===== src/pkg/pwrseq_pkg.sv =====
// Constants and types for the channel power-on sequencer
package pwrseq_pkg;
	// Register indices; byte address is four times the index
	localparam logic [15:0] STATUS_IDX  = 16'hFE78;
	localparam logic [15:0] CHA_SET_IDX = 16'hFE79;
	localparam logic [15:0] CHB_SET_IDX = 16'hFE7A;
	localparam logic [15:0] CHC_SEQ_IDX = 16'hFE7B;
	localparam logic [7:0]  REG_RESET   = 8'h00;

	// Channel A/B setting fields
	localparam int POL_BIT = 7;
	localparam int SW_BIT  = 6;
	localparam int SEL_HI  = 5;
	localparam int SEL_LO  = 4;
	localparam int ON_HI   = 3;
	localparam int ON_LO   = 2;
	localparam int OFF_HI  = 1;
	localparam int OFF_LO  = 0;

	// Channel C sequencing fields
	localparam int ADD_C_BIT    = 7;
	localparam int ADD_B_BIT    = 6;
	localparam int ADD_A_BIT    = 5;
	localparam int C_FOLLOW_BIT = 4;

	// On-request source selection
	localparam logic [1:0] SEL_ALWAYS = 2'h0;
	localparam logic [1:0] SEL_PIN    = 2'h1;
	localparam logic [1:0] SEL_SW     = 2'h2;
	localparam logic [1:0] SEL_BOTH   = 2'h3;

	// Delay table in milliseconds
	localparam int DLY_W = 10;
	localparam logic [DLY_W-1:0] DLY0_MS = 10'h000;
	localparam logic [DLY_W-1:0] DLY1_MS = 10'h032;
	localparam logic [DLY_W-1:0] DLY2_MS = 10'h0FA;
	localparam logic [DLY_W-1:0] DLY3_MS = 10'h3E8;

	localparam int CLK_HZ_DEFAULT = 25_000_000;
	localparam int MS_PER_S       = 1000;

	typedef enum logic [2:0] {
		ST_OFF, ST_ON_WAIT, ST_ON, ST_OFF_WAIT, ST_FAULT, ST_EXTRA_WAIT
	} seq_state_t;
endpackage


===== src/hw/chan_power_seq.sv =====
// Channel A/B/C on/off sequencer with Wishbone register access
// Overview of operation
// [RL1] Bit 7 set adds the C turn-on delay after fault re-enable.
// [RL2] Bit 6 set adds the B turn-on delay after fault re-enable.
// [RL3] Bit 5 set adds the A turn-on delay after fault re-enable.
// [RL4] Bit 4 makes C always requested or follow A/B requests.
// [RL5] C soft start waits 0, 50, 250 or 1000 ms per bits 3:2.
// [RL6] C turns off 0, 50, 250 or 1000 ms after request drops.
// [RL7] Extra delay applies only between fault clear and soft start.
// [RL8] A request: always, pin only, software only, or pin and software.
// [RL9] Bit 4 zero means C always on; one means A or B.
//
// The Wishbone slave port was decided locally.
`timescale 1ns/100ps
`default_nettype none
module chan_power_seq
	import pwrseq_pkg::*;
#(
	parameter int CLK_HZ    = CLK_HZ_DEFAULT,
	parameter int MS_CYCLES = CLK_HZ / MS_PER_S
) (
	input  wire logic        clk_i,
	input  wire logic        rst_i,
	input  wire logic        cyc_i,
	input  wire logic        stb_i,
	input  wire logic        we_i,
	input  wire logic [17:0] adr_i,
	input  wire logic [3:0]  sel_i,
	input  wire logic [31:0] dat_i,
	output logic      [31:0] dat_o,
	output logic             ack_o,
	input  wire logic        chan_a_on_request_i,
	input  wire logic        chan_b_on_request_i,
	input  wire logic        fault_a_i,
	input  wire logic        fault_b_i,
	input  wire logic        fault_c_i,
	input  wire logic        reenable_a_i,
	input  wire logic        reenable_b_i,
	input  wire logic        reenable_c_i,
	output logic             chan_a_enable_o,
	output logic             chan_b_enable_o,
	output logic             chan_c_enable_o,
	output logic             soft_start_a_o,
	output logic             soft_start_b_o,
	output logic             soft_start_c_o
);
	localparam int MS_W = $clog2(MS_CYCLES + 1);

	if (MS_CYCLES < 2) begin : g_bad_ms
		$error("MS_CYCLES must be at least 2");
	end

	function automatic logic [DLY_W-1:0] delay_ms(input logic [1:0] code);
		case (code)
			2'h0:    delay_ms = DLY0_MS;
			2'h1:    delay_ms = DLY1_MS;
			2'h2:    delay_ms = DLY2_MS;
			default: delay_ms = DLY3_MS;
		endcase
	endfunction

	function automatic logic pick_request(input logic [7:0] set,
		input logic pin);
		logic hw;
		hw = pin ^ set[POL_BIT];
		case (set[SEL_HI:SEL_LO])
			SEL_ALWAYS: pick_request = 1'b1;
			SEL_PIN:    pick_request = hw;
			SEL_SW:     pick_request = set[SW_BIT];
			default:    pick_request = hw & set[SW_BIT];
		endcase
	endfunction

	// Pin synchronisers
	logic [1:0] pin_a_sync;
	logic [1:0] pin_b_sync;
	always_ff @(posedge clk_i) begin
		if (rst_i) begin
			pin_a_sync <= 2'h0;
			pin_b_sync <= 2'h0;
		end else begin
			pin_a_sync <= {pin_a_sync[0], chan_a_on_request_i};
			pin_b_sync <= {pin_b_sync[0], chan_b_on_request_i};
		end
	end

	// Register file and bus slave
	logic [7:0]  set_a, set_b, seq_c;
	logic [7:0]  next_set_a, next_set_b, next_seq_c;
	logic [31:0] next_dat;
	logic        next_ack;
	logic [2:0]  enable, start;
	logic [2:0]  req;
	logic [15:0] idx;
	logic        wr;

	assign idx = adr_i[17:2];

	always_comb begin
		wr = cyc_i & stb_i & ~ack_o & we_i & sel_i[0];
		next_ack = cyc_i & stb_i & ~ack_o;
		next_set_a = set_a;
		next_set_b = set_b;
		next_seq_c = seq_c;
		if (wr && idx == CHA_SET_IDX)
			next_set_a = dat_i[7:0];
		if (wr && idx == CHB_SET_IDX)
			next_set_b = dat_i[7:0];
		if (wr && idx == CHC_SEQ_IDX)
			next_seq_c = dat_i[7:0];
		next_dat = 32'h0000_0000;
		// Unmapped addresses read zero and ignore writes
		case (idx)
			STATUS_IDX:  next_dat = {24'h00_0000, 2'h0, req, enable};
			CHA_SET_IDX: next_dat = {24'h00_0000, set_a};
			CHB_SET_IDX: next_dat = {24'h00_0000, set_b};
			CHC_SEQ_IDX: next_dat = {24'h00_0000, seq_c};
			default:     next_dat = 32'h0000_0000;
		endcase
	end

	always_ff @(posedge clk_i) begin
		if (rst_i) begin
			set_a <= REG_RESET;
			set_b <= REG_RESET;
			seq_c <= REG_RESET;
			ack_o <= 1'b0;
			dat_o <= 32'h0000_0000;
		end else begin
			set_a <= next_set_a;
			set_b <= next_set_b;
			seq_c <= next_seq_c;
			ack_o <= next_ack;
			dat_o <= next_dat;
		end
	end

	// Millisecond time base; first tick after a request may come early,
	// so every delay is accurate to within one millisecond
	logic [MS_W-1:0] ms_cnt, next_ms_cnt;
	logic            tick, next_tick;
	always_comb begin
		next_tick = (ms_cnt == MS_W'(MS_CYCLES - 1));
		next_ms_cnt = next_tick ? '0 : ms_cnt + 1'b1;
	end
	always_ff @(posedge clk_i) begin
		if (rst_i) begin
			ms_cnt <= '0;
			tick <= 1'b0;
		end else begin
			ms_cnt <= next_ms_cnt;
			tick <= next_tick;
		end
	end

	// Per-channel sequencing, index 0..2 is A, B, C
	seq_state_t       state [3];
	seq_state_t       next_state [3];
	logic [DLY_W-1:0] cnt [3];
	logic [DLY_W-1:0] next_cnt [3];
	logic [DLY_W-1:0] on_ms [3];
	logic [DLY_W-1:0] off_ms [3];
	logic [2:0]       fault, reen, add, next_enable, next_start;

	always_comb begin
		fault = {fault_c_i, fault_b_i, fault_a_i};
		reen = {reenable_c_i, reenable_b_i, reenable_a_i};
		// [RL1] [RL2] [RL3] extra delay enables
		add = {seq_c[ADD_C_BIT], seq_c[ADD_B_BIT], seq_c[ADD_A_BIT]};
		// [RL8] request source select
		req[0] = pick_request(set_a, pin_a_sync[1]);
		req[1] = pick_request(set_b, pin_b_sync[1]);
		// [RL4] [RL9] C always on or follows A/B
		req[2] = seq_c[C_FOLLOW_BIT] ? (req[0] | req[1]) : 1'b1;
		on_ms[0] = delay_ms(set_a[ON_HI:ON_LO]);
		on_ms[1] = delay_ms(set_b[ON_HI:ON_LO]);
		on_ms[2] = delay_ms(seq_c[ON_HI:ON_LO]);
		off_ms[0] = delay_ms(set_a[OFF_HI:OFF_LO]);
		off_ms[1] = delay_ms(set_b[OFF_HI:OFF_LO]);
		off_ms[2] = delay_ms(seq_c[OFF_HI:OFF_LO]);
		for (int i = 0; i < 3; i++) begin
			next_state[i] = state[i];
			next_cnt[i] = cnt[i];
			next_start[i] = 1'b0;
			if (tick && cnt[i] != '0)
				next_cnt[i] = cnt[i] - 1'b1;
			unique case (state[i])
				ST_OFF:
					if (fault[i]) begin
						next_state[i] = ST_FAULT;
					end else if (req[i]) begin
						// [RL5] turn-on delay before soft start
						next_cnt[i] = on_ms[i];
						next_state[i] = ST_ON_WAIT;
						if (on_ms[i] == DLY0_MS) begin
							next_state[i] = ST_ON;
							next_start[i] = 1'b1;
						end
					end
				ST_ON_WAIT, ST_EXTRA_WAIT:
					if (fault[i]) begin
						next_state[i] = ST_FAULT;
					end else if (!req[i]) begin
						next_state[i] = ST_OFF;
					end else if (tick && cnt[i] == DLY_W'(1)) begin
						next_state[i] = ST_ON;
						next_start[i] = 1'b1;
					end
				ST_ON:
					if (fault[i]) begin
						next_state[i] = ST_FAULT;
					end else if (!req[i]) begin
						// [RL6] turn-off delay after request drops
						next_cnt[i] = off_ms[i];
						next_state[i] = (off_ms[i] == DLY0_MS) ?
							ST_OFF : ST_OFF_WAIT;
					end
				ST_OFF_WAIT:
					if (fault[i]) begin
						next_state[i] = ST_FAULT;
					end else if (req[i]) begin
						next_state[i] = ST_ON;
					end else if (tick && cnt[i] == DLY_W'(1)) begin
						next_state[i] = ST_OFF;
					end
				ST_FAULT:
					if (!fault[i] && reen[i]) begin
						// [RL7] extra wait only after a fault clears
						next_cnt[i] = on_ms[i];
						if (!req[i]) begin
							next_state[i] = ST_OFF;
						end else if (add[i] && on_ms[i] != DLY0_MS) begin
							next_state[i] = ST_EXTRA_WAIT;
						end else begin
							next_state[i] = ST_ON;
							next_start[i] = 1'b1;
						end
					end
			endcase
			next_enable[i] = (next_state[i] == ST_ON) ||
				(next_state[i] == ST_OFF_WAIT);
		end
	end

	always_ff @(posedge clk_i) begin
		if (rst_i) begin
			for (int i = 0; i < 3; i++) begin
				state[i] <= ST_OFF;
				cnt[i] <= '0;
			end
			enable <= 3'h0;
			start <= 3'h0;
		end else begin
			for (int i = 0; i < 3; i++) begin
				state[i] <= next_state[i];
				cnt[i] <= next_cnt[i];
			end
			enable <= next_enable;
			start <= next_start;
		end
	end

	assign chan_a_enable_o = enable[0];
	assign chan_b_enable_o = enable[1];
	assign chan_c_enable_o = enable[2];
	assign soft_start_a_o = start[0];
	assign soft_start_b_o = start[1];
	assign soft_start_c_o = start[2];

	// Helper: milliseconds spent in the current wait state of channel C
	logic [DLY_W:0] c_wait_ms;
	always_ff @(posedge clk_i) begin
		if (rst_i || next_state[2] != state[2])
			c_wait_ms <= '0;
		else if (tick)
			c_wait_ms <= c_wait_ms + 1'b1;
	end
endmodule
`default_nettype wire


===== config.mk =====
export PLATFORM = sky130hd
export DESIGN_NAME = chan_power_seq
export DESIGN_NICKNAME = d
export VERILOG_FILES = /design/src/pkg/pwrseq_pkg.sv /design/src/hw/chan_power_seq.sv
export SDC_FILE = /design/constraint.sdc
export NUM_CORES = 1
export LEC_CHECK = 0
export BUFFER_PORTS_ARGS = -buffer_cell sky130_fd_sc_hd__buf_2
export CORE_MARGIN = 2
export CORE_UTILIZATION = 55
export CTS_CLUSTER_SIZE = 12
export DETAILED_ROUTE_END_ITERATION = 10
export PLACE_DENSITY = 0.78
export SYNTH_ARGS = -nofsm -noshare
export SYNTH_HDL_FRONTEND = slang
export SYNTH_SLANG_ARGS = --single-unit
export TNS_END_PERCENT = 50

===== constraint.sdc =====
create_clock -name clk_i -period 2.05 [get_ports clk_i]
set_input_delay 0.205 -clock clk_i [delete_from_list [all_inputs] [get_ports clk_i]]
set_output_delay 0.205 -clock clk_i [all_outputs]
set_load 0.02 [all_outputs]

After elaboration in Yosys (flattened, before gate mapping):

Memories as Yosys holds them, arrays and structs flattened.
Index checks and enable logic that the tools add are counted.

* flip-flop bits (word level): 83
* memory bits (writable): 39
* input port bits: 67
* logic and storage cells: 244
* memories kept: 2

Memories
* cnt: depth 3, width 10, read ports 3, clocked after Yosys merged registers in 0, write ports 3, RTL line chan_power_seq.sv:159 `logic [DLY_W-1:0] cnt [3];`
* state: depth 3, width 3, read ports 3, clocked after Yosys merged registers in 0, write ports 3, RTL line chan_power_seq.sv:157 `seq_state_t state [3];`

* add/subtract/negate cells: 4
* eq/ne operators: 45
* muxes and demuxes: 118
* bitwise logic cells: 16
* reductions and logical operators: 48

Operator list (number)
* 10-bit one-hot mux with 3 select lines: 9
* 10-bit 2-to-1 mux: 21
* 3-bit 2-to-1 mux: 42
* 16-bit == test (second input constant): 4
* 10-bit zero test: 6
* 10-bit nonzero test: 6
* 3-bit one-hot mux with 5 select lines: 3
* 3-bit by 2-bit == test with 1-bit output (second input constant): 12
* 8-bit one-hot mux with 4 select lines: 1
* 1-bit 2-to-1 mux: 31
* 10-bit by 1-bit == test with 1-bit output (second input constant): 3
* 10-bit by 1-bit subtractor with 10-bit output (second input constant): 3
* 3-bit == test (second input constant): 6
* 2-bit by 1-bit == test with 1-bit output (second input constant): 8
* 2-bit == test (second input constant): 8
* 2-bit zero test: 8
* 15-bit by 1-bit adder with 15-bit output (second input constant): 1
* 15-bit == test (second input constant): 1
* 1-bit logical AND: 15
* 1-bit one-hot mux with 3 select lines: 5
* 2-bit 2-to-1 mux: 6
* 3-bit by 1-bit == test with 1-bit output (second input constant): 3
* 3-bit zero test: 3
* 2-bit OR reduction: 4
* 6 further kinds: 22

Depth between registers and ports, before layout:

Gate-level depths: netlist (run 1).

* depth after elaboration: 10
* gate-level depth with buffers: 7
* depth with buffers taken out: 7

Least setup slack after synthesis (run 1):

OpenSTA, ideal clock, no wires.

* path type: flip-flop to flip-flop
* from: memory cnt[1][0] (netlist: cnt[0][10])
* to: memory cnt[1][6] (netlist: cnt[0][16])
* arrival: 1.736 ns
* data required time: 1.919 ns
* setup slack: 0.184 ns
* cell stages (with the launch flop): 8
* period minus slack after synthesis: 1.866 ns
* cell sequence: dfxtp_1 -> inv_1 -> ha_1 -> or3b_2 -> o31a_4 -> and4_1 -> o211ai_2 -> a21oi_2

RTL lines (RTL line)
* from (decl): chan_power_seq.sv:159

==> parameters.txt, run 1 <==
Parameter                              Value

STA
  TNS Setup ... 0 ps
  Unrepaired setup endpoints after global routing ... no
  Highest achievable clock rate ... 0.522 GHz
  Fin. Hold Viols ... 0
  Shortest period the worst path allows ... 1920 ps
  Worst Max-Slew Pin Slew ... 572 ps
  Fraction of the cycle the final worst path needs ... 93.4%
  Final setup violation count ... 0
  Worst max-slew margin expressed relative to the limit ... 61.9%
  Worst clock skew ... 6.41 ps
  Slew Viols, Final ... 0

Routing
  Antenna violation net count after detailed routing ... 0
  DRC viols ... 0
  Routed wire per std cell ... 16.7 um
  Vias per Instance ... 6.11
  DRT Wirelength ... 15500 um
  Detailed Route Iter0 Violations ... 501
  DRT Pass-1 Iters ... 5
  Via count ... 5701

Worst setup path
  Data required time at the worst endpoint ... 2280 ps
  Sort of element at the end of the critical path ... register
  Arrival time of data at the critical path endpoint ... 2140 ps
  Classification of the worst setup path ... register to register
  Maximum net fanout on the critical path ... 8
  Sort of element at the start of the critical path ... register

Global routing
  Number of antenna violations at the first check in global routing ... 0
  Tot GR Track Use ... 25.4%
  Largest net degree at the start of global routing ... 31
  Global-route wire length before repair ... 25900 um
  Overall overflow remaining after global route ... 0
  Via count of the first global-routing pass ... 5508

Worst hold path
  Worst hold path type ... input port to register

Final layout
  Util after Layout ... 61.4%
  Area delta synth->final ... 10.1%
  Number of nets at the end of the flow ... 880
  Number of diodes added for antenna fixing ... 0
  Fraction of final layout cells with drive strength greater than 1 ... 16.2%

Placement
  Number of buffer cells added on primary ports ... 52
  DP HPWL ... 11500 um
  Routability congestion estimate from global placement ... 0.939

Run
  Maxcap violations ... 0

Power and ir drop
  Largest vdd supply drop ... 0.428 mV
  Power density normalized to cell area ... 594 nW/um2
  Leakage Power ... 2.89 nW

Synth
  Cells after Synth ... 738
  Dominant combinational cell family by area after synthesis ... simple AND/OR/NAND/NOR gates
  Synth unique cells ... 96
  Basic-gate share of the synthesized area counting and, or, nand and nor cells ... 23.9%
  Sequential share of the synthesized area ... 31.1%
  Post-synthesis mux area share ... 7.28%
  Async set-reset flop share out of synthesis ... 0%
  Adder-cell share of the synthesized area ... 5.55%
  Complex-gate fraction of the synthesized area ... 20.1%
  Post-synthesis instance area ... 6310 um2
  Number of warnings printed during yosys synthesis ... 0
  Flops & latches, synth ... 98
  Number of enable-type register cells in the synthesized netlist ... 0
  Fraction of synthesized cell area in xor and xnor cells ... 4.56%
  Most instantiated flip-flop cell in the synthesis netlist ... sky130_fd_sc_hd__dfxtp_1
  Mapped Avg Cell Area ... 8.55 um2

CTS
  CTS tree ... done
  Number of buffers created by CTS ... 9
  Number of levels in the clock H-tree ... 3
  Clock insertion delay at the later pin of the skew report ... 360 ps
  Total of cells resized after clock tree synthesis ... 0
  Buffer count from post-CTS setup fixing ... 0
  Clock slew at the register clock pins of the worst setup and hold paths ... 70 ps
  Hold bufs inserted after CTS ... 0
  Clk root buf ... sky130_fd_sc_hd__clkbuf_16
  Deepest clock path buffer count ... 2
  CTS sink count ... 98

Floorplan
  Floorplan core area ... 11300 um2
  Area enclosed by the die boundary ... 12300 um2
  Die Span X ... 111 um
  Overall die height ... 111 um
  Top-Level Pins ... 106
  # rows ... 39
  Initial Utilization ... 55.7%

Run status
  Result of the run ... completed
## worst max-delay path, stage by stage (launching register included)
cell	delay, ps
sky130_fd_sc_hd__dfxtp_1	360
sky130_fd_sc_hd__xor2_1	220
sky130_fd_sc_hd__o21ai_2	390
sky130_fd_sc_hd__nand2_4	160
sky130_fd_sc_hd__a211oi_1	380
sky130_fd_sc_hd__buf_4	200
sky130_fd_sc_hd__o22ai_1	70
## synthesized netlist by cell type (all sizes together), types with 4 or more instances
cell      n  area [um2]
a2111oi   5        56.3
a211o     4        35.0
a211oi    8        65.1
a21o     12        90.1
a21oi    33         173
a31oi    12        81.3
and2      4        25.0
and3      6        37.5
buf      39         260
clkbuf   19        72.6
dfxtp    98        1960
ha       28         350
inv      36         135
mux2i    29         290
mux4      6         135
nand2    35         139
nand2b    9        63.8
nand3    23         125
nand4    12        81.3
nor2     93         349
nor2b    23         144
nor3     21         110
nor3b     6        45.0
nor4     13        93.8
o211ai   11        87.6
o21ai    16        83.8
o221ai    5        43.8
o22ai     7        43.8
o311ai    4        52.6
o31ai     6        45.0
o32ai     4        35.0
or2       5        31.3
or3       5        36.3
xnor2    15         139
xor2     17         149
## final timing paths
| check | cells after the start | slack (ps) | end | from |
|---|---|---|---|---|
| worst max-delay path | 6 | 130 | cnt[0][26] | set_a[7] |
| worst max register to register | 6 | 130 | cnt[0][26] | set_a[7] |
| worst min register to register | 1 | 440 | pin_b_sync[1] | pin_b_sync[0] |
| worst min-delay path | 2 | 50 | pin_b_sync[0] | chan_b_on_request_i |
## metrics by stage
step,area (um2),cells,total power [mW],setup WS [ps],hold WS [ps]
CTS,6930,933,4.14,76.3,46.0
floorplan,6390,761,2.39,184,333
global route,6950,933,4.27,2.58,66.8
finish,6950,933,4.13,134,47.5
detailed placement,6640,917,2.49,77.8,422
global placement,6640,917,2.47,141,417
## sequential cells by signal (all words and copies together) (netlist names)
name,cells
enable,3
set_b,8
cnt,30
dat_o,8
ms_cnt,15
set_a,8
pin_a_sync,2
start,3
pin_b_sync,2
seq_c,8
state,9
ack_o,1
tick,1
## metal layers
layer | vias up | global-route usage [%] | wire [um] | part of all wire (%)
met3 | 32 | 3.88 | 1070 | 6.9
met1 | 2699 | 31.9 | 6610 | 43
met5 | - | 0 | 0 | 0
met2 | 225 | 42.0 | 7430 | 48
met4 | 0 | 13.8 | 437 | 2.8
li1 | 2745 | - | - | -
## layout by cell type, fill, tap and decap left out, types with 7 or more instances in the layout
| cell | count |
|---|---|
| sky130_fd_sc_hd__a21oi_1 | 31 |
| sky130_fd_sc_hd__ha_1 | 28 |
| sky130_fd_sc_hd__clkbuf_16 | 9 |
| sky130_fd_sc_hd__conb_1 | 24 |
| sky130_fd_sc_hd__nand2b_1 | 8 |
| sky130_fd_sc_hd__buf_4 | 19 |
| sky130_fd_sc_hd__nor2b_1 | 23 |
| sky130_fd_sc_hd__dfxtp_1 | 98 |
| sky130_fd_sc_hd__inv_1 | 36 |
| sky130_fd_sc_hd__xor2_1 | 17 |
| sky130_fd_sc_hd__mux2i_1 | 29 |
| sky130_fd_sc_hd__a211oi_1 | 7 |
| sky130_fd_sc_hd__a21o_1 | 12 |
| sky130_fd_sc_hd__nand4_1 | 11 |
| sky130_fd_sc_hd__nor4_1 | 11 |
| sky130_fd_sc_hd__nor2_1 | 93 |
| sky130_fd_sc_hd__xnor2_1 | 14 |
| sky130_fd_sc_hd__nor3_1 | 20 |
| sky130_fd_sc_hd__buf_2 | 52 |
| sky130_fd_sc_hd__o211ai_1 | 10 |
| sky130_fd_sc_hd__o22ai_1 | 7 |
| sky130_fd_sc_hd__nand3_1 | 21 |
| sky130_fd_sc_hd__nand2_1 | 34 |
| sky130_fd_sc_hd__o21ai_0 | 12 |
| sky130_fd_sc_hd__a31oi_1 | 11 |
## final cells by class
| class | count | area (um2) |
|---|---|---|
| flip-flops and latches | 98 | 1960 |
| clock inverters | 5 | 45.0 |
| repair buffers | 71 | 403 |
| multi-input cells | 569 | 3980 |
| clock buffers | 11 | 243 |
| well taps | 143 | 179 |
| fillers | 1012 | 4380 |
| inverters | 36 | 135 |
## report_power, final
part	switching (mW)	internal [mW]
sequential	0.0372	1.94
clock	0.795	0.877
combinational	0.309	0.174
## kinds of logic (layout without fill, tap and decap cells)
| group | Yosys count | in the layout |
|---|---|---|
| DFF | 98 | 98 |
| adders and majority gates | 28 | 28 |
| muxes | 38 | 38 |
| other | 1 | 24 |
| AOI/OAI and AO/OA | 167 | 167 |
| and+or+nand+nor | 280 | 280 |
| xor gates and xnor gates | 32 | 32 |
| buffers and inverters | 94 | 123 |
(Power assumes the default switching activity.)
==> run 2: changes to the inputs <==
Settings changed: SKIP_CTS_REPAIR_TIMING from default to 1.
Clock period 2.05 ns to 1.8 ns, I/O delays scaled along.
==> parameters.txt, run 2 (synthesis results as in run 1) <==
Parameter                              Value

Routing
  Vias per Instance ... 6.06
  DRT Wirelength ... 16600 um
  DRC viols ... 0
  Detailed Route Iter0 Violations ... 339
  Routed wire per std cell ... 16.8 um
  DRT Pass-1 Iters ... 6
  Antenna violation net count after detailed routing ... 0
  Via count ... 5978

Worst setup path
  Data required time at the worst endpoint ... 2090 ps
  Sort of element at the end of the critical path ... register
  Family of cells with the greatest summed delay on the critical path ... compound AO/OA/AOI/OAI gates
  Highest-delay cell along the critical path ... sky130_fd_sc_hd__or3b_4
  Largest stage delay on the critical path ... 390 ps
  Startpoint of the most critical register-to-register path ... cnt[0][10]
  CP cell instances ... inv_4 > ha_4 > or3b_4 > o311ai_4 > o31a_1 > o211ai_1 > a21oi_1
  Classification of the worst setup path ... register to register
  Count of cells along the worst register-to-register path ... 7
  Buffers plus inverters on the worst setup path ... 1
  Flop2flop setup slack ... -30 ps
  Maximum net fanout on the critical path ... 5
  Sort of element at the start of the critical path ... register
  Arrival time of data at the critical path endpoint ... 2120 ps
  Capture instance of the worst register-to-register path ... cnt[0][17]

Global routing
  Via count of the first global-routing pass ... 5647
  Global-route wire length before repair ... 26600 um
  Number of antenna violations at the first check in global routing ... 0
  Met3 layer usage reported by global route ... 3.17%
  Met1 Track Usage GR ... 33.8%
  Tot GR Track Use ... 26.3%
  Largest net degree at the start of global routing ... 55
  Most used routing layer ... met2
  Met2 usage ... 44.6%
  Overall overflow remaining after global route ... 0

Floorplan
  Top-Level Pins ... 106
  Initial Utilization ... 55.7%
  Overall die height ... 111 um
  Die Span X ... 111 um
  Floorplan core area ... 11300 um2
  Area enclosed by the die boundary ... 12300 um2
  # rows ... 39

STA
  Worst clock skew ... 8.16 ps
  Fin. Hold Viols ... 0
  Worst max-slew margin expressed relative to the limit ... 56.2%
  Highest achievable clock rate ... 0.547 GHz
  Slew Viols, Final ... 0
  Fraction of the cycle the final worst path needs ... 102%
  Final Worst Setup Slack ... -28.6 ps
  Worst Max-Slew Pin Slew ... 652 ps
  Shortest period the worst path allows ... 1830 ps
  Final setup violation count ... 2
  Unrepaired setup endpoints after global routing ... yes

Placement
  Placement Setup Slack ... -68.4 ps
  Number of buffer cells added on primary ports ... 52
  DP HPWL ... 12100 um
  Area of placed instances ... 7050 um2
  Placed cell count ... 966
  Routability congestion estimate from global placement ... 0.926

Final layout
  Layout fillers ... 901
  Most used cells in the layout excluding fill and tap cells ... sky130_fd_sc_hd__nor2_1 (92), sky130_fd_sc_hd__dfxtp_1 (87), sky130_fd_sc_hd__buf_4 (69)
  Number of diodes added for antenna fixing ... 0
  Final cell count without fillers ... 986
  Most common cell after layout, fill and taps aside ... sky130_fd_sc_hd__nor2_1
  Area delta synth->final ... 21.8%
  Largest register FFs ... 30
  Post-route standard cell area excluding fillers ... 7680 um2
  Largest registers ... cnt: 30 flops, ms_cnt: 15 flops, state: 9 flops
  Number of nets at the end of the flow ... 933
  Reg with most FFs ... cnt
  Fraction of final layout cells with drive strength greater than 1 ... 27.3%

Worst hold path
  Hold path start ... chan_b_on_request_i
  End of the worst hold path ... pin_b_sync[0]
  Worst hold path type ... input port to register
  Hold Path Stages ... 2

CTS
  CTS sink count ... 98
  Number of buffers created by CTS ... 9
  Clk root buf ... sky130_fd_sc_hd__clkbuf_16
  Deepest clock path buffer count ... 2
  CTS tree ... done
  Clock slew at the register clock pins of the worst setup and hold paths ... 70 ps
  Number of levels in the clock H-tree ... 3
  Clock insertion delay at the later pin of the skew report ... 360 ps

Run status
  Result of the run ... finished with violations
  Violations in the final reports ... negative setup slack

Power and ir drop
  Power density normalized to cell area ... 645 nW/um2
  Largest vdd supply drop ... 0.541 mV
  Leakage Power ... 3.23 nW

Run
  Maxcap violations ... 0
run 2: cell types whose count changed in the layout (fill, tap and decap cells not counted), sizes merged:
cell | previous run | this run
clkinvlp | 1 | 0
bufinv | 0 | 1
buf | 71 | 124
clkbuf | 11 | 10
inv | 39 | 40
run 2: routing by layer:
metal | routed length, um | vias up
met1 | 7130 | 2880
met4 | 354 | 0
li1 | - | 2858
met5 | 0 | -
met3 | 851 | 30
met2 | 8210 | 210
run 2: cell type report:
cell class	instances	area [um2]	share of cell area, %
clock buffer	10	239	3.11
clock inverter	6	78.8	1.03
inverter	36	140	1.82
multi-input combinational	569	4230	55.0
sequential	98	1980	25.8
tap	143	179	2.33
timing repair buffer	124	838	10.9
run 2: power breakdown:
part	leakage, nW	switching [mW]	internal (mW)
Sequential	0.800	0.0441	2.20
Combinational	2.27	0.372	0.237
Clock	0.158	0.951	1.15
Total	3.23	1.37	3.59
run 2: worst max-delay path by stage:
stage | startpoint | end | slack (ps) | cells after the start
finish | cnt[0][10] | cnt[0][17] | -30 | 7
global route | cnt[0][11] | cnt[0][19] | -180 | 6
CTS | cnt[0][1] | cnt[0][4] | -80 | 8
detailed placement | tick | cnt[0][3] | -70 | 4
global placement | tick | cnt[0][3] | -20 | 4
floorplan | cnt[0][10] | cnt[0][16] | 40 | 7
run 2: per-stage QoR:
stage / utilization, % / setup TNS, ps / total power [mW] / hold WS [ps]
after floorplan: - / 0 / 2.72 / 308
after global placement: 62.3 / -18.0 / 2.86 / 395
after detailed placement: 62.3 / -207 / 2.87 / 399
after CTS: 65.1 / -501 / 4.92 / 24.6
after global routing: 67.9 / -903 / 5.09 / 65.6
final: 67.9 / -49.7 / 4.96 / 26.3
==> run 3: changes to the inputs <==
Settings changed: REMOVE_ABC_BUFFERS from default to 1.
==> parameters.txt, run 3 (synthesis results as in run 1) <==
Parameter                              Value

Global routing
  Overall overflow remaining after global route ... 0
  Number of antenna violations at the first check in global routing ... 0
  Via count of the first global-routing pass ... 5873
  Most used routing layer ... met2
  Tot GR Track Use ... 27.3%
  Largest net degree at the start of global routing ... 31
  Global-route wire length before repair ... 28000 um
  Met2 usage ... 45.0%
  Met1 Track Usage GR ... 36.6%
  Met3 layer usage reported by global route ... 3.55%

Final layout
  Reg with most FFs ... cnt
  Most used cells in the layout excluding fill and tap cells ... sky130_fd_sc_hd__nor2_1 (91), sky130_fd_sc_hd__dfxtp_1 (83), sky130_fd_sc_hd__buf_4 (77)
  Layout fillers ... 877
  Number of diodes added for antenna fixing ... 0
  Area delta synth->final ... 23.9%
  Fraction of final layout cells with drive strength greater than 1 ... 30.0%
  Largest registers ... cnt: 30 flops, ms_cnt: 15 flops, state: 9 flops
  Most common cell after layout, fill and taps aside ... sky130_fd_sc_hd__nor2_1
  Number of nets at the end of the flow ... 941
  Largest register FFs ... 30
  Final cell count without fillers ... 994

Power and ir drop
  Largest vdd supply drop ... 0.483 mV
  Leakage Power ... 3.28 nW
  Power density normalized to cell area ... 656 nW/um2

Placement
  Placement Setup Slack ... -112 ps
  Routability congestion estimate from global placement ... 0.918
  Number of buffer cells added on primary ports ... 52
  DP HPWL ... 12500 um
  Placed cell count ... 971

Worst setup path
  Classification of the worst setup path ... register to register
  Arrival time of data at the critical path endpoint ... 2100 ps
  Maximum net fanout on the critical path ... 5
  Sort of element at the start of the critical path ... register
  Data required time at the worst endpoint ... 2010 ps
  Capture instance of the worst register-to-register path ... cnt[0][27]
  Flop2flop setup slack ... -90 ps
  Startpoint of the most critical register-to-register path ... seq_c[1]
  Count of cells along the worst register-to-register path ... 5
  Sort of element at the end of the critical path ... register

Floorplan
  Floorplan core area ... 11300 um2
  Die Span X ... 111 um
  Top-Level Pins ... 106
  Area enclosed by the die boundary ... 12300 um2
  Initial Utilization ... 55.7%
  # rows ... 39
  Overall die height ... 111 um

STA
  Slew Viols, Final ... 0
  Shortest period the worst path allows ... 1890 ps
  Unrepaired setup endpoints after global routing ... yes
  Fraction of the cycle the final worst path needs ... 105%
  Highest achievable clock rate ... 0.529 GHz
  Fin. Hold Viols ... 0
  Final setup violation count ... 9
  Worst clock skew ... 4.74 ps
  Final Worst Setup Slack ... -89.2 ps
  Hold Worst Slack ... 52.0 ps
  Worst max-slew margin expressed relative to the limit ... 64.8%
  Worst Max-Slew Pin Slew ... 528 ps

Routing
  DRT Wirelength ... 17700 um
  DRC viols ... 0
  DRT Pass-1 Iters ... 7
  Detailed Route Iter0 Violations ... 536
  Routed wire per std cell ... 17.8 um
  Antenna violation net count after detailed routing ... 0
  Via count ... 6077
  Vias per Instance ... 6.11

Worst hold path
  Hold path start ... chan_b_on_request_i
  Worst hold path type ... input port to register
  End of the worst hold path ... pin_b_sync[0]
  Hold Path Stages ... 2

CTS
  CTS sink count ... 98
  CTS tree ... done
  Clock insertion delay at the later pin of the skew report ... 350 ps
  Deepest clock path buffer count ... 2
  Number of levels in the clock H-tree ... 3
  Number of buffers created by CTS ... 9
  Clk root buf ... sky130_fd_sc_hd__clkbuf_16
  Clock slew at the register clock pins of the worst setup and hold paths ... 70 ps

Run
  Maxcap violations ... 0

Run status
  Violations in the final reports ... negative setup slack
  Result of the run ... finished with violations
## run 3: per-stage QoR
step | setup TNS [ps] | util [%] | total power, mW | area (um2)
after floorplan | -519 | - | 2.63 | 6060
after global placement | -177 | 62.5 | 2.86 | 7070
after detailed placement | -759 | 62.5 | 2.87 | 7070
after CTS | -1350 | 65.5 | 5.10 | 7410
after global routing | -1180 | 69.0 | 5.30 | 7820
final | -313 | 69.0 | 5.13 | 7820
## run 3: layout make-up
cell class	instances	area [um2]	area share, %
tap	143	179	2.29
clock inverter	5	108	1.38
multi-input combinational	569	4290	54.9
timing repair buffer	132	890	11.4
sequential	98	1980	25.4
inverter	36	135	1.73
clock buffer	11	233	2.98
## run 3: report_power, final
group / internal, mW / switching, mW / total [mW]
combinational: 0.241 / 0.405 / 0.646
sequential: 2.20 / 0.0351 / 2.24
clock: 1.37 / 0.873 / 2.24
total: 3.82 / 1.31 / 5.13
## run 3: critical path: stages (launching register included)
cell and delay (ps):
sky130_fd_sc_hd__dfxtp_1 380, sky130_fd_sc_hd__ha_1 280, sky130_fd_sc_hd__nor2_1 310, sky130_fd_sc_hd__o221ai_1 230, sky130_fd_sc_hd__o221ai_1 400, sky130_fd_sc_hd__o22ai_1 160
## run 3: worst max-delay path by stage
stage / startpoint / end / slack, ps / cells past startpoint
5_1_grt: cnt[0][10] / cnt[0][17] / -170 / 7
3_3_place_gp: cnt[0][11] / cnt[0][12] / -70 / 8
3_5_place_dp: cnt[0][10] / cnt[0][16] / -110 / 7
6_report: seq_c[1] / cnt[0][27] / -90 / 5
2_1_floorplan: set_a[7] / enable[2] / -80 / 5
4_1_cts: cnt[0][10] / cnt[0][16] / -130 / 7
## run 3: metal layers
| layer | share of wire (%) | up-vias |
|---|---|---|
| met5 | 0 | - |
| met4 | 2.1 | 0 |
| met3 | 6.7 | 41 |
| met2 | 49 | 276 |
| met1 | 42 | 2896 |
| li1 | - | 2864 |
